--- config.mk ---
export PLATFORM = sky130hd
export DESIGN_NAME = aofr_regs
export DESIGN_NICKNAME = d
export VERILOG_FILES = /design/src/logic/aofr_pkg.sv /design/src/logic/aofr_regs.sv
export VERILOG_INCLUDE_DIRS = /design/src /design/src/logic
export SDC_FILE = /design/constraint.sdc
export NUM_CORES = 1
export LEC_CHECK = 0
export BUFFER_PORTS_ARGS = -buffer_cell sky130_fd_sc_hd__buf_2
export CORE_MARGIN = 2
export CORE_UTILIZATION = 68
export DETAILED_ROUTE_END_ITERATION = 6
export HOLD_SLACK_MARGIN = 0.06
export PLACE_DENSITY_LB_ADDON = 0.3
export SETUP_SLACK_MARGIN = 0.05
export SLEW_MARGIN = 20
export SYNTH_ARGS = -nofsm -noshare
export SYNTH_HDL_FRONTEND = slang
export SYNTH_SLANG_ARGS = --single-unit
export TNS_END_PERCENT = 30
--- constraint.sdc ---
create_clock -name core_clk_i -period 9.2 [get_ports core_clk_i]
set_input_delay 1.38 -clock core_clk_i [delete_from_list [all_inputs] [get_ports core_clk_i]]
set_output_delay 1.38 -clock core_clk_i [all_outputs]
set_load 0.01 [all_outputs]
--- src/logic/aofr_consts.svh ---
// Register offsets, field positions and reset values of the format and offset register bank.
// Assumes inclusion by bare name from the package and the bank module.
`ifndef AOFR_CONSTS_SVH
`define AOFR_CONSTS_SVH
`define AOFR_ADDR_MAIN_CFG 4'h0
`define AOFR_ADDR_FIXED_PAT 4'h1
`define AOFR_ADDR_OFFS_TRIM 4'h2
`define AOFR_RST_MAIN_CFG 16'h2000
`define AOFR_RST_FIXED_PAT 16'h2907
`define AOFR_RST_OFFS_TRIM 16'h0000
`define AOFR_MAIN_CFG_WMASK 16'hFDFC
`define AOFR_OFFS_TRIM_WMASK 16'h1FFF
`define AOFR_BIT_INTERLEAVE 7
`define AOFR_BIT_IL_SECOND 6
`define AOFR_BIT_IL_JOINED 5
`define AOFR_BIT_SIGNED_FMT 4
`define AOFR_BIT_TSTAMP_EN 3
`define AOFR_BIT_SINGLE_RATE 2
`define AOFR_BIT_OFFS_POL 12
`define AOFR_OFFS_MAG_MSB 11
`define AOFR_OFFS_MAG_WIDTH 12
`define AOFR_OFFS_MONO_BITS 9
`define AOFR_OFFS_FULL_UV 45000
`define AOFR_OFFS_FULL_CODE 4095
`endif

--- src/logic/aofr_pkg.sv ---
// Types shared by the format and offset register bank.
// Assumes the constants header is on the include path.
`include "aofr_consts.svh"
package aofr_pkg;
  typedef enum logic [2:0] {
    AOFR_IL_OFF,
    AOFR_IL_FIRST,
    AOFR_IL_SECOND,
    AOFR_IL_JOINED,
    AOFR_IL_OTHER
  } aofr_il_mode_t;

  typedef struct packed {
    logic signed_output_format;
    logic timestamp_capture_enable;
    logic single_rate_select;
    aofr_il_mode_t il_mode;
    logic offset_polarity;
    logic [11:0] offset_trim_magnitude;
  } aofr_ctrl_t;
endpackage : aofr_pkg

--- src/logic/aofr_regs.sv ---
// Operation
// - Output samples are offset binary when format bit is 0, two's complement when 1.
// - Time-stamp capture stays disabled while bit 3 is zero, enabled when set.
// - Offset magnitude applies positive when sign bit is 0, negative when 1.
// - Low twelve trim bits are an unsigned straight-binary offset magnitude.
// - Offset scales linearly, zero at code 0 to 45 mV at 4095.
// - Monotonic response is only guaranteed for the nine top magnitude bits.
// - Offset magnitude resets to zero, meaning no offset, until written.
// - Interleave enable bit zero means normal sampling, one means dual-edge interleaving.
// Register bank for output format, data rate, time stamp, interleave and first channel offset trim.
// Assumes a synchronous register port master with one-cycle strobes and read data one cycle later.
// Derived outputs and the control word are driven from flip-flops.

`include "aofr_consts.svh"
module aofr_regs #(
  parameter int SAMPLE_WIDTH = 12
) (
  input wire logic core_clk_i,
  input wire logic nrst_i,
  input wire logic [3:0] reg_addr_i,
  input wire logic [15:0] reg_wdata_i,
  input wire logic reg_wr_i,
  input wire logic reg_rd_i,
  output logic [15:0] reg_rdata_o,
  input wire logic [SAMPLE_WIDTH-1:0] sample_i,
  input wire logic sample_valid_i,
  output logic [SAMPLE_WIDTH-1:0] sample_o,
  output logic sample_valid_o,
  output logic [SAMPLE_WIDTH:0] offset_code_o,
  output logic [15:0] offset_uv_o,
  output logic [8:0] offset_mono_o,
  output aofr_pkg::aofr_ctrl_t ctrl_o
);
  logic rst_meta_q;
  logic rst_sync_q;
  logic [15:0] main_cfg_q;
  logic [15:0] fixed_pat_q;
  logic [15:0] offs_trim_q;
  logic [15:0] rdata_q;
  logic [SAMPLE_WIDTH-1:0] sample_q;
  logic valid_q;
  logic [11:0] mag;
  logic pol;
  logic [SAMPLE_WIDTH+1:0] sum_d;
  logic [SAMPLE_WIDTH-1:0] sample_d;
  aofr_pkg::aofr_il_mode_t il_mode_d;
  aofr_pkg::aofr_il_mode_t il_mode_q;
  logic cfg_wr_en;
  logic trim_wr_en;
  logic [15:0] cfg_wr_d;
  logic [15:0] trim_wr_d;
  logic [11:0] mag_wr_d;
  logic pol_wr_d;
  logic [SAMPLE_WIDTH:0] offset_code_d;
  logic [15:0] offset_uv_d;
  logic [SAMPLE_WIDTH:0] offset_code_q;
  logic [15:0] offset_uv_q;
  logic [8:0] offset_mono_q;

  // Reset release through two flip-flops.
  // Only the second flip-flop is read, so no register leaves reset on a marginal edge.
  always_ff @(posedge core_clk_i or negedge nrst_i) begin
    if (!nrst_i) begin
      rst_meta_q <= 1'b0;
      rst_sync_q <= 1'b0;
    end else begin
      rst_meta_q <= 1'b1;
      rst_sync_q <= rst_meta_q;
    end
  end

  // Write decode; masked values are shared by the registers and by the outputs derived from them.
  assign cfg_wr_en = reg_wr_i && (reg_addr_i == `AOFR_ADDR_MAIN_CFG);
  assign trim_wr_en = reg_wr_i && (reg_addr_i == `AOFR_ADDR_OFFS_TRIM);
  assign cfg_wr_d = (reg_wdata_i & `AOFR_MAIN_CFG_WMASK) | (`AOFR_RST_MAIN_CFG & ~`AOFR_MAIN_CFG_WMASK);
  assign trim_wr_d = reg_wdata_i & `AOFR_OFFS_TRIM_WMASK;
  assign mag_wr_d = trim_wr_d[`AOFR_OFFS_MAG_MSB:0];
  assign pol_wr_d = trim_wr_d[`AOFR_BIT_OFFS_POL];

  // Configuration word; reserved bits keep their default value.
  always_ff @(posedge core_clk_i or negedge rst_sync_q) begin
    if (!rst_sync_q) begin
      main_cfg_q <= `AOFR_RST_MAIN_CFG;
    end else if (cfg_wr_en) begin
      main_cfg_q <= cfg_wr_d;
    end
  end

  // Fixed pattern word is stored as written; software must keep the default.
  always_ff @(posedge core_clk_i or negedge rst_sync_q) begin
    if (!rst_sync_q) begin
      fixed_pat_q <= `AOFR_RST_FIXED_PAT;
    end else if (reg_wr_i && reg_addr_i == `AOFR_ADDR_FIXED_PAT) begin
      fixed_pat_q <= reg_wdata_i;
    end
  end

  // Offset trim word; the three top bits are held at zero.
  always_ff @(posedge core_clk_i or negedge rst_sync_q) begin
    if (!rst_sync_q) begin
      offs_trim_q <= `AOFR_RST_OFFS_TRIM;
    end else if (trim_wr_en) begin
      offs_trim_q <= trim_wr_d;
    end
  end

  // Read data stands in the cycle after the read strobe only.
  always_ff @(posedge core_clk_i or negedge rst_sync_q) begin
    if (!rst_sync_q) begin
      rdata_q <= 16'h0000;
    end else if (reg_rd_i) begin
      unique case (reg_addr_i)
        `AOFR_ADDR_MAIN_CFG: rdata_q <= main_cfg_q;
        `AOFR_ADDR_FIXED_PAT: rdata_q <= fixed_pat_q;
        `AOFR_ADDR_OFFS_TRIM: rdata_q <= offs_trim_q;
        default: rdata_q <= 16'h0000;
      endcase
    end else begin
      rdata_q <= 16'h0000;
    end
  end
  assign reg_rdata_o = rdata_q;

  assign mag = offs_trim_q[`AOFR_OFFS_MAG_MSB:0];
  assign pol = offs_trim_q[`AOFR_BIT_OFFS_POL];

  // Interleave mode decode of the value being written to the configuration word.
  always_comb begin
    if (!cfg_wr_d[`AOFR_BIT_INTERLEAVE]) begin
      il_mode_d = aofr_pkg::AOFR_IL_OFF;
    end else if (cfg_wr_d[`AOFR_BIT_IL_JOINED]) begin
      if (cfg_wr_d[`AOFR_BIT_IL_SECOND]) begin
        il_mode_d = aofr_pkg::AOFR_IL_OTHER;
      end else begin
        il_mode_d = aofr_pkg::AOFR_IL_JOINED;
      end
    end else begin
      if (cfg_wr_d[`AOFR_BIT_IL_SECOND]) begin
        il_mode_d = aofr_pkg::AOFR_IL_SECOND;
      end else begin
        il_mode_d = aofr_pkg::AOFR_IL_FIRST;
      end
    end
  end

  // The decoded mode has its own flip-flops so that the control output never glitches.
  always_ff @(posedge core_clk_i or negedge rst_sync_q) begin
    if (!rst_sync_q) begin
      il_mode_q <= aofr_pkg::AOFR_IL_OFF;
    end else if (cfg_wr_en) begin
      il_mode_q <= il_mode_d;
    end
  end

  always_comb begin
    ctrl_o.signed_output_format = main_cfg_q[`AOFR_BIT_SIGNED_FMT];
    ctrl_o.timestamp_capture_enable = main_cfg_q[`AOFR_BIT_TSTAMP_EN];
    ctrl_o.single_rate_select = main_cfg_q[`AOFR_BIT_SINGLE_RATE];
    ctrl_o.il_mode = il_mode_q;
    ctrl_o.offset_polarity = pol;
    ctrl_o.offset_trim_magnitude = mag;
  end

  // Signed offset code and its nominal size in microvolts, worked out from the value being written.
  always_comb begin
    if (pol_wr_d) begin
      offset_code_d = (SAMPLE_WIDTH+1)'(-$signed({1'b0, mag_wr_d}));
    end else begin
      offset_code_d = (SAMPLE_WIDTH+1)'({1'b0, mag_wr_d});
    end
    offset_uv_d = 16'((32'(mag_wr_d) * `AOFR_OFFS_FULL_UV) / `AOFR_OFFS_FULL_CODE);
  end

  // The divider sits before a register, so these outputs change on the same edge as the trim word.
  always_ff @(posedge core_clk_i or negedge rst_sync_q) begin
    if (!rst_sync_q) begin
      offset_code_q <= '0;
      offset_uv_q <= 16'h0000;
      offset_mono_q <= 9'h000;
    end else if (trim_wr_en) begin
      offset_code_q <= offset_code_d;
      offset_uv_q <= offset_uv_d;
      offset_mono_q <= mag_wr_d[`AOFR_OFFS_MAG_MSB -: `AOFR_OFFS_MONO_BITS];
    end
  end
  assign offset_code_o = offset_code_q;
  assign offset_uv_o = offset_uv_q;
  assign offset_mono_o = offset_mono_q;

  // Offset applied to an offset binary sample with saturation, then format conversion.
  // Saturation keeps a large trim from wrapping a sample round to the opposite end of the scale.
  always_comb begin
    if (pol) begin
      sum_d = {2'b00, sample_i} - (SAMPLE_WIDTH+2)'(mag);
    end else begin
      sum_d = {2'b00, sample_i} + (SAMPLE_WIDTH+2)'(mag);
    end
    if (sum_d[SAMPLE_WIDTH+1]) begin
      sample_d = '0;
    end else if (sum_d[SAMPLE_WIDTH]) begin
      sample_d = '1;
    end else begin
      sample_d = sum_d[SAMPLE_WIDTH-1:0];
    end
    if (main_cfg_q[`AOFR_BIT_SIGNED_FMT]) begin
      sample_d[SAMPLE_WIDTH-1] = ~sample_d[SAMPLE_WIDTH-1];
    end
  end

  always_ff @(posedge core_clk_i or negedge rst_sync_q) begin
    if (!rst_sync_q) begin
      sample_q <= '0;
      valid_q <= 1'b0;
    end else begin
      valid_q <= sample_valid_i;
      if (sample_valid_i) begin
        sample_q <= sample_d;
      end
    end
  end
  assign sample_o = sample_q;
  assign sample_valid_o = valid_q;
endmodule : aofr_regs

==> out/qor.txt, run 1 <==
Number of buffers added for setup after CTS - 88
Die width - 151 um
Number of warnings reported in the yosys synthesis log - 0
Stop Error - [ERROR DPL-0038] Utilization greater than 100%, impossible to legalize
Flip-flop and latch count after synthesis - 104
Placement row count - 53
Failed at - 4_1_cts
Async SR Flop Fraction - 1.00
CTS Hold Buffers Added - 0
TritonCTS Buffers - 9
Net count after synthesis - 2009
Status - did not finish
Combined area of all synthesized cells - 14700 um2
Top Ports - 123
Average cell area after synthesis - 8.11 um2
Die extent in y - 151 um
Number of input and output port buffers inserted - 122
Starting density of the core - 0.695
Most used flip-flop cell after synthesis - dfrtp_1
Count of different cell masters after synthesis - 130
Detail Placement HPWL - 51.2 mm
Cells after Synth - 1809
Max Root-Sink Buffers - 2
Post-synth EDFFs - 0
Number of sinks on the clock net - 104
Quantity of gates resized following cts - 321
Clock Root Buffer - clkbuf_16
GPL Wtd Cong - 1.01
Number of levels in the clock H-tree - 3
Share of the yosys chip area belonging to registers - 0.178
## stage by stage
| stage | setup TNS [ns] | area [um2] | setup slack (ns) | util | instances |
|---|---|---|---|---|---|
| floorplan | -45.53 | 15000 | -7.28 | - | 1809 |
| global placement | -51.86 | 19500 | -7.62 | 0.927 | 2671 |
| detailed placement | -64.62 | 19500 | -8.98 | 0.927 | 2671 |
## cell usage after synthesis, drive strengths merged (7+ instances only)
cell type	count	share of area
o211a	7	0.0048
and3	33	0.015
nor3	48	0.021
o21bai	7	0.0038
buf	44	0.020
nor4	16	0.011
a211o	11	0.0066
a41oi	9	0.0059
o21ai	129	0.046
nor2	152	0.039
o31ai	17	0.0090
nand2	197	0.051
o211ai	22	0.015
and4	17	0.010
o31a	7	0.0042
xnor2	58	0.037
xor2	16	0.0096
a31oi	31	0.017
a22oi	12	0.0065
or4	11	0.0061
nand4	31	0.014
o22ai	15	0.0064
nand2b	17	0.0073
nor2b	10	0.0043
inv	147	0.038
a2111oi	11	0.012
a211oi	28	0.016
dfrtp	97	0.17
or3	18	0.0087
nand3	50	0.018
and2	33	0.014
a31o	10	0.0060
a21o	36	0.019
fa	51	0.070
mux2i	15	0.010
or2	19	0.0081
o21a	20	0.010
mux2	15	0.012
dfstp	7	0.013
clkbuf	32	0.0083
ha	112	0.096
a222oi	10	0.0068
a21oi	82	0.032
## cells by family after synthesis
logic type | after synthesis | synth area share
buf+inv | 223 | 0.0664
fa+ha+maj | 165 | 0.167
xor+xnor | 74 | 0.0470
mux | 30 | 0.0218
simple gates | 681 | 0.247
compound gates | 531 | 0.273
other cells | 1 | 0.000256
flops | 104 | 0.178
==> run 2: changes to the inputs <==
--- a/config.mk
+++ b/config.mk
@@ -8,11 +8,9 @@
 export LEC_CHECK = 0
 export BUFFER_PORTS_ARGS = -buffer_cell sky130_fd_sc_hd__buf_2
 export CORE_MARGIN = 2
-export CORE_UTILIZATION = 68
+export CORE_UTILIZATION = 40
 export DETAILED_ROUTE_END_ITERATION = 6
-export HOLD_SLACK_MARGIN = 0.06
-export PLACE_DENSITY_LB_ADDON = 0.3
-export SETUP_SLACK_MARGIN = 0.05
+export PLACE_DENSITY_LB_ADDON = 0.15
 export SLEW_MARGIN = 20
 export SYNTH_ARGS = -nofsm -noshare
 export SYNTH_HDL_FRONTEND = slang
==> run 2 against run 1 <==
Compared with the run above: the flow now finishes, with violations (negative setup slack); area after synthesis is the same; synthesized cell count is the same.
==> out/qor.txt, run 2 <==
Status - finished with violations
Failing checks - negative setup slack
RSZ-0062 raised after global routing - true
Flip-flop and latch count after synthesis - 104 (unchanged)
Setup Skew - 0.0216 ns
Net count after synthesis - 2009 (unchanged)
Share of the yosys chip area belonging to registers - 0.178 (unchanged)
Clock Root Buffer - clkbuf_16
Antenna Violating Nets Remaining - 0
Top achievable clock speed - 60.8 MHz
Clock transition at the registers of the reported paths - 0.07 ns
Clock tree from TritonCTS - built
Category of the worst setup path launch point - input port
TritonCTS Buffers - 9 (unchanged)
DP Cell Count - 2864 (+7.2%)
Via count of the first global-routing pass - 16600
GRT Total Usage - 0.264
Final setup viols - 12
Setup slack after placement - -8.18 ns (+0.792 ns)
Commonest cells after routing, fill and taps aside - 606 x buf_4, 181 x nand2_1, 143 x nor2_1
Async SR Flop Fraction - 1.00 (unchanged)
Worst path max stage delay - 0.63 ns
Cell type with the highest aggregate area in the netlist - dfrtp_1
Max Root-Sink Buffers - 2 (unchanged)
Wirelength, routed - 50.8 mm
Final hold viol count - 0
Area Growth Syn to Fin - 50.2%
Synth top area share - 0.166 (unchanged)
Drt wl/cell - 17.1 um
Aggregate global routing overflow - 0
Most common cell after layout, fill and taps aside - buf_4
Share of layout cells above drive strength 1 - 0.449
Crit path setup slack, layout - -7.24 ns
Ratio of final minimum period to clock period - 1.79
Largest cells by area after synthesis - dfrtp_1 17%, ha_1 9.6%, fa_1 7.0%
Most used flip-flop cell after synthesis - dfrtp_1
DRC violation count after routing - 0
Critical path class - in -> reg
Floorplan die area - 38200 um2
Worst hold margin - 0.359 ns
Family of cells with the greatest summed delay on the critical path - compound AO/OA/AOI/OAI gates
Worst min-delay path class - reg -> reg
Starting density of the core - 0.403 (-0.292)
Core region area - 36300 um2
Buffering stage count on the worst path with inverters included - 16
Slowest cell on the critical path - fa_2
Slew of the pin with the lowest slew margin - 0.945 ns
Combined area of all synthesized cells - 14700 um2 (unchanged)
Leading post-synthesis cells by instance count - 194 x nand2_1, 150 x nor2_1, 147 x inv_1
Arrival time worst endpoint - 16.71 ns
Count of different cell masters after synthesis - 130 (unchanged)
Clock insertion delay at the later pin of the skew report - 0.37 ns
Average cell area after synthesis - 8.11 um2 (unchanged)
Number of levels in the clock H-tree - 3 (unchanged)
Number of sinks on the clock net - 104 (unchanged)
Maximum number of pins on one net before global-route repair - 53
Final Max Slew Viols - 0
Die width - 195 um (+30%)
Number of input and output port buffers inserted - 122 (unchanged)
Mean number of vias per cell - 5.51
Post-synth EDFFs - 0 (unchanged)
Max_cap viols - 0
Global-route wire length before repair - 82.9 mm
Detail Placement HPWL - 40.6 mm (-21%)
CTS Hold Buffers Added - 0 (unchanged)
Antenna violations before repair - 1
Cells after Synth - 1809 (unchanged)
Final net count - 2696
Number of warnings reported in the yosys synthesis log - 0 (unchanged)
Req. time, crit path - 9.48 ns
GPL Wtd Cong - 0.934 (-7.6%)
Most common cell in the netlist - nand2_1
Cell occurring most often along the worst timing path - buf_4
Placement row count - 70 (+32%)
Tmin final - 16.44 ns
Count of routing violations after the opening detailed-route iteration - 909
Worst setup EP type - register
Die extent in y - 195 um (+30%)
Number of iterations in the first detailed-routing pass - 5
Worst slew margin relative to its limit - 0.368
Critical Path Fanout Max - 6
Top Ports - 123 (unchanged)
Count of vias placed by the detailed router - 16400
Final std cells w/o fill - 2970
[run 2: cell counts after synthesis]
Identical to the previous run, type by type.
[run 2: routing by layer]
metal / share of wire / wire length [um] / track usage
met1: 0.45 / 22600 / 0.341
met2: 0.49 / 24700 / 0.467
met3: 0.037 / 1900 / 0.0180
met4: 0.031 / 1580 / 0.0925
met5: 0 / 0 / 0
[run 2: path summary, 6_finish.rpt]
path / cells past startpoint / slack, ns / to / from
worst min register to register: 0 / 0.36 / rst_sync_q / rst_meta_q
worst max register to register: 29 / 5.59 / sample_o[11] / offset_code_o[0]
min in group asynchronous: 0 / 0.38 / offset_uv_o[8] / rst_sync_q
worst min-delay path: 0 / 0.36 / rst_sync_q / rst_meta_q
max in group asynchronous: 1 / 7.65 / sample_o[5] / rst_sync_q
worst max-delay path: 69 / -7.24 / offset_uv_o[0] / reg_wdata_i[9]
[run 2: cell families after synthesis]
| family | synth area share |
|---|---|
| other cells | 0.000256 |
| xor+xnor | 0.0470 |
| buf+inv | 0.0664 |
| flops | 0.178 |
| compound gates | 0.273 |
| mux | 0.0218 |
| simple gates | 0.247 |
| fa+ha+maj | 0.167 |
[run 2: final cells by class]
class / count / area (um2)
diodes: 1 / 2.50
clock buffers: 9 / 225
clock inverters: 7 / 91.3
fillers: 3228 / 14300
inverters: 147 / 556
multi-input cells: 1483 / 12500
flip-flops and latches: 104 / 2620
well taps: 468 / 586
repair buffers: 751 / 5460
[run 2: metrics by stage]
| stage | util | cell area, um2 | setup TNS (ns) |
|---|---|---|---|
| floorplan | - | 15000 | -45.53 |
| global placement | 0.545 | 19800 | -55.93 |
| detailed placement | 0.545 | 19800 | -57.04 |
| CTS | 0.591 | 21500 | -45.72 |
| global route | 0.606 | 22000 | -52.20 |
| finish | 0.606 | 22000 | -46.91 |
[run 2: timing repair]
action	in CTS	in global routing
endpoints found under the setup margin	12	12
gates resized for setup	177	85
cloned	1	0
pin swaps	103	47
setup buffers	66	22
Power of run 2 is left out: the tool's default activity adds up to more than one toggle a clock period on the data nets, which glitch-free logic cannot reach.
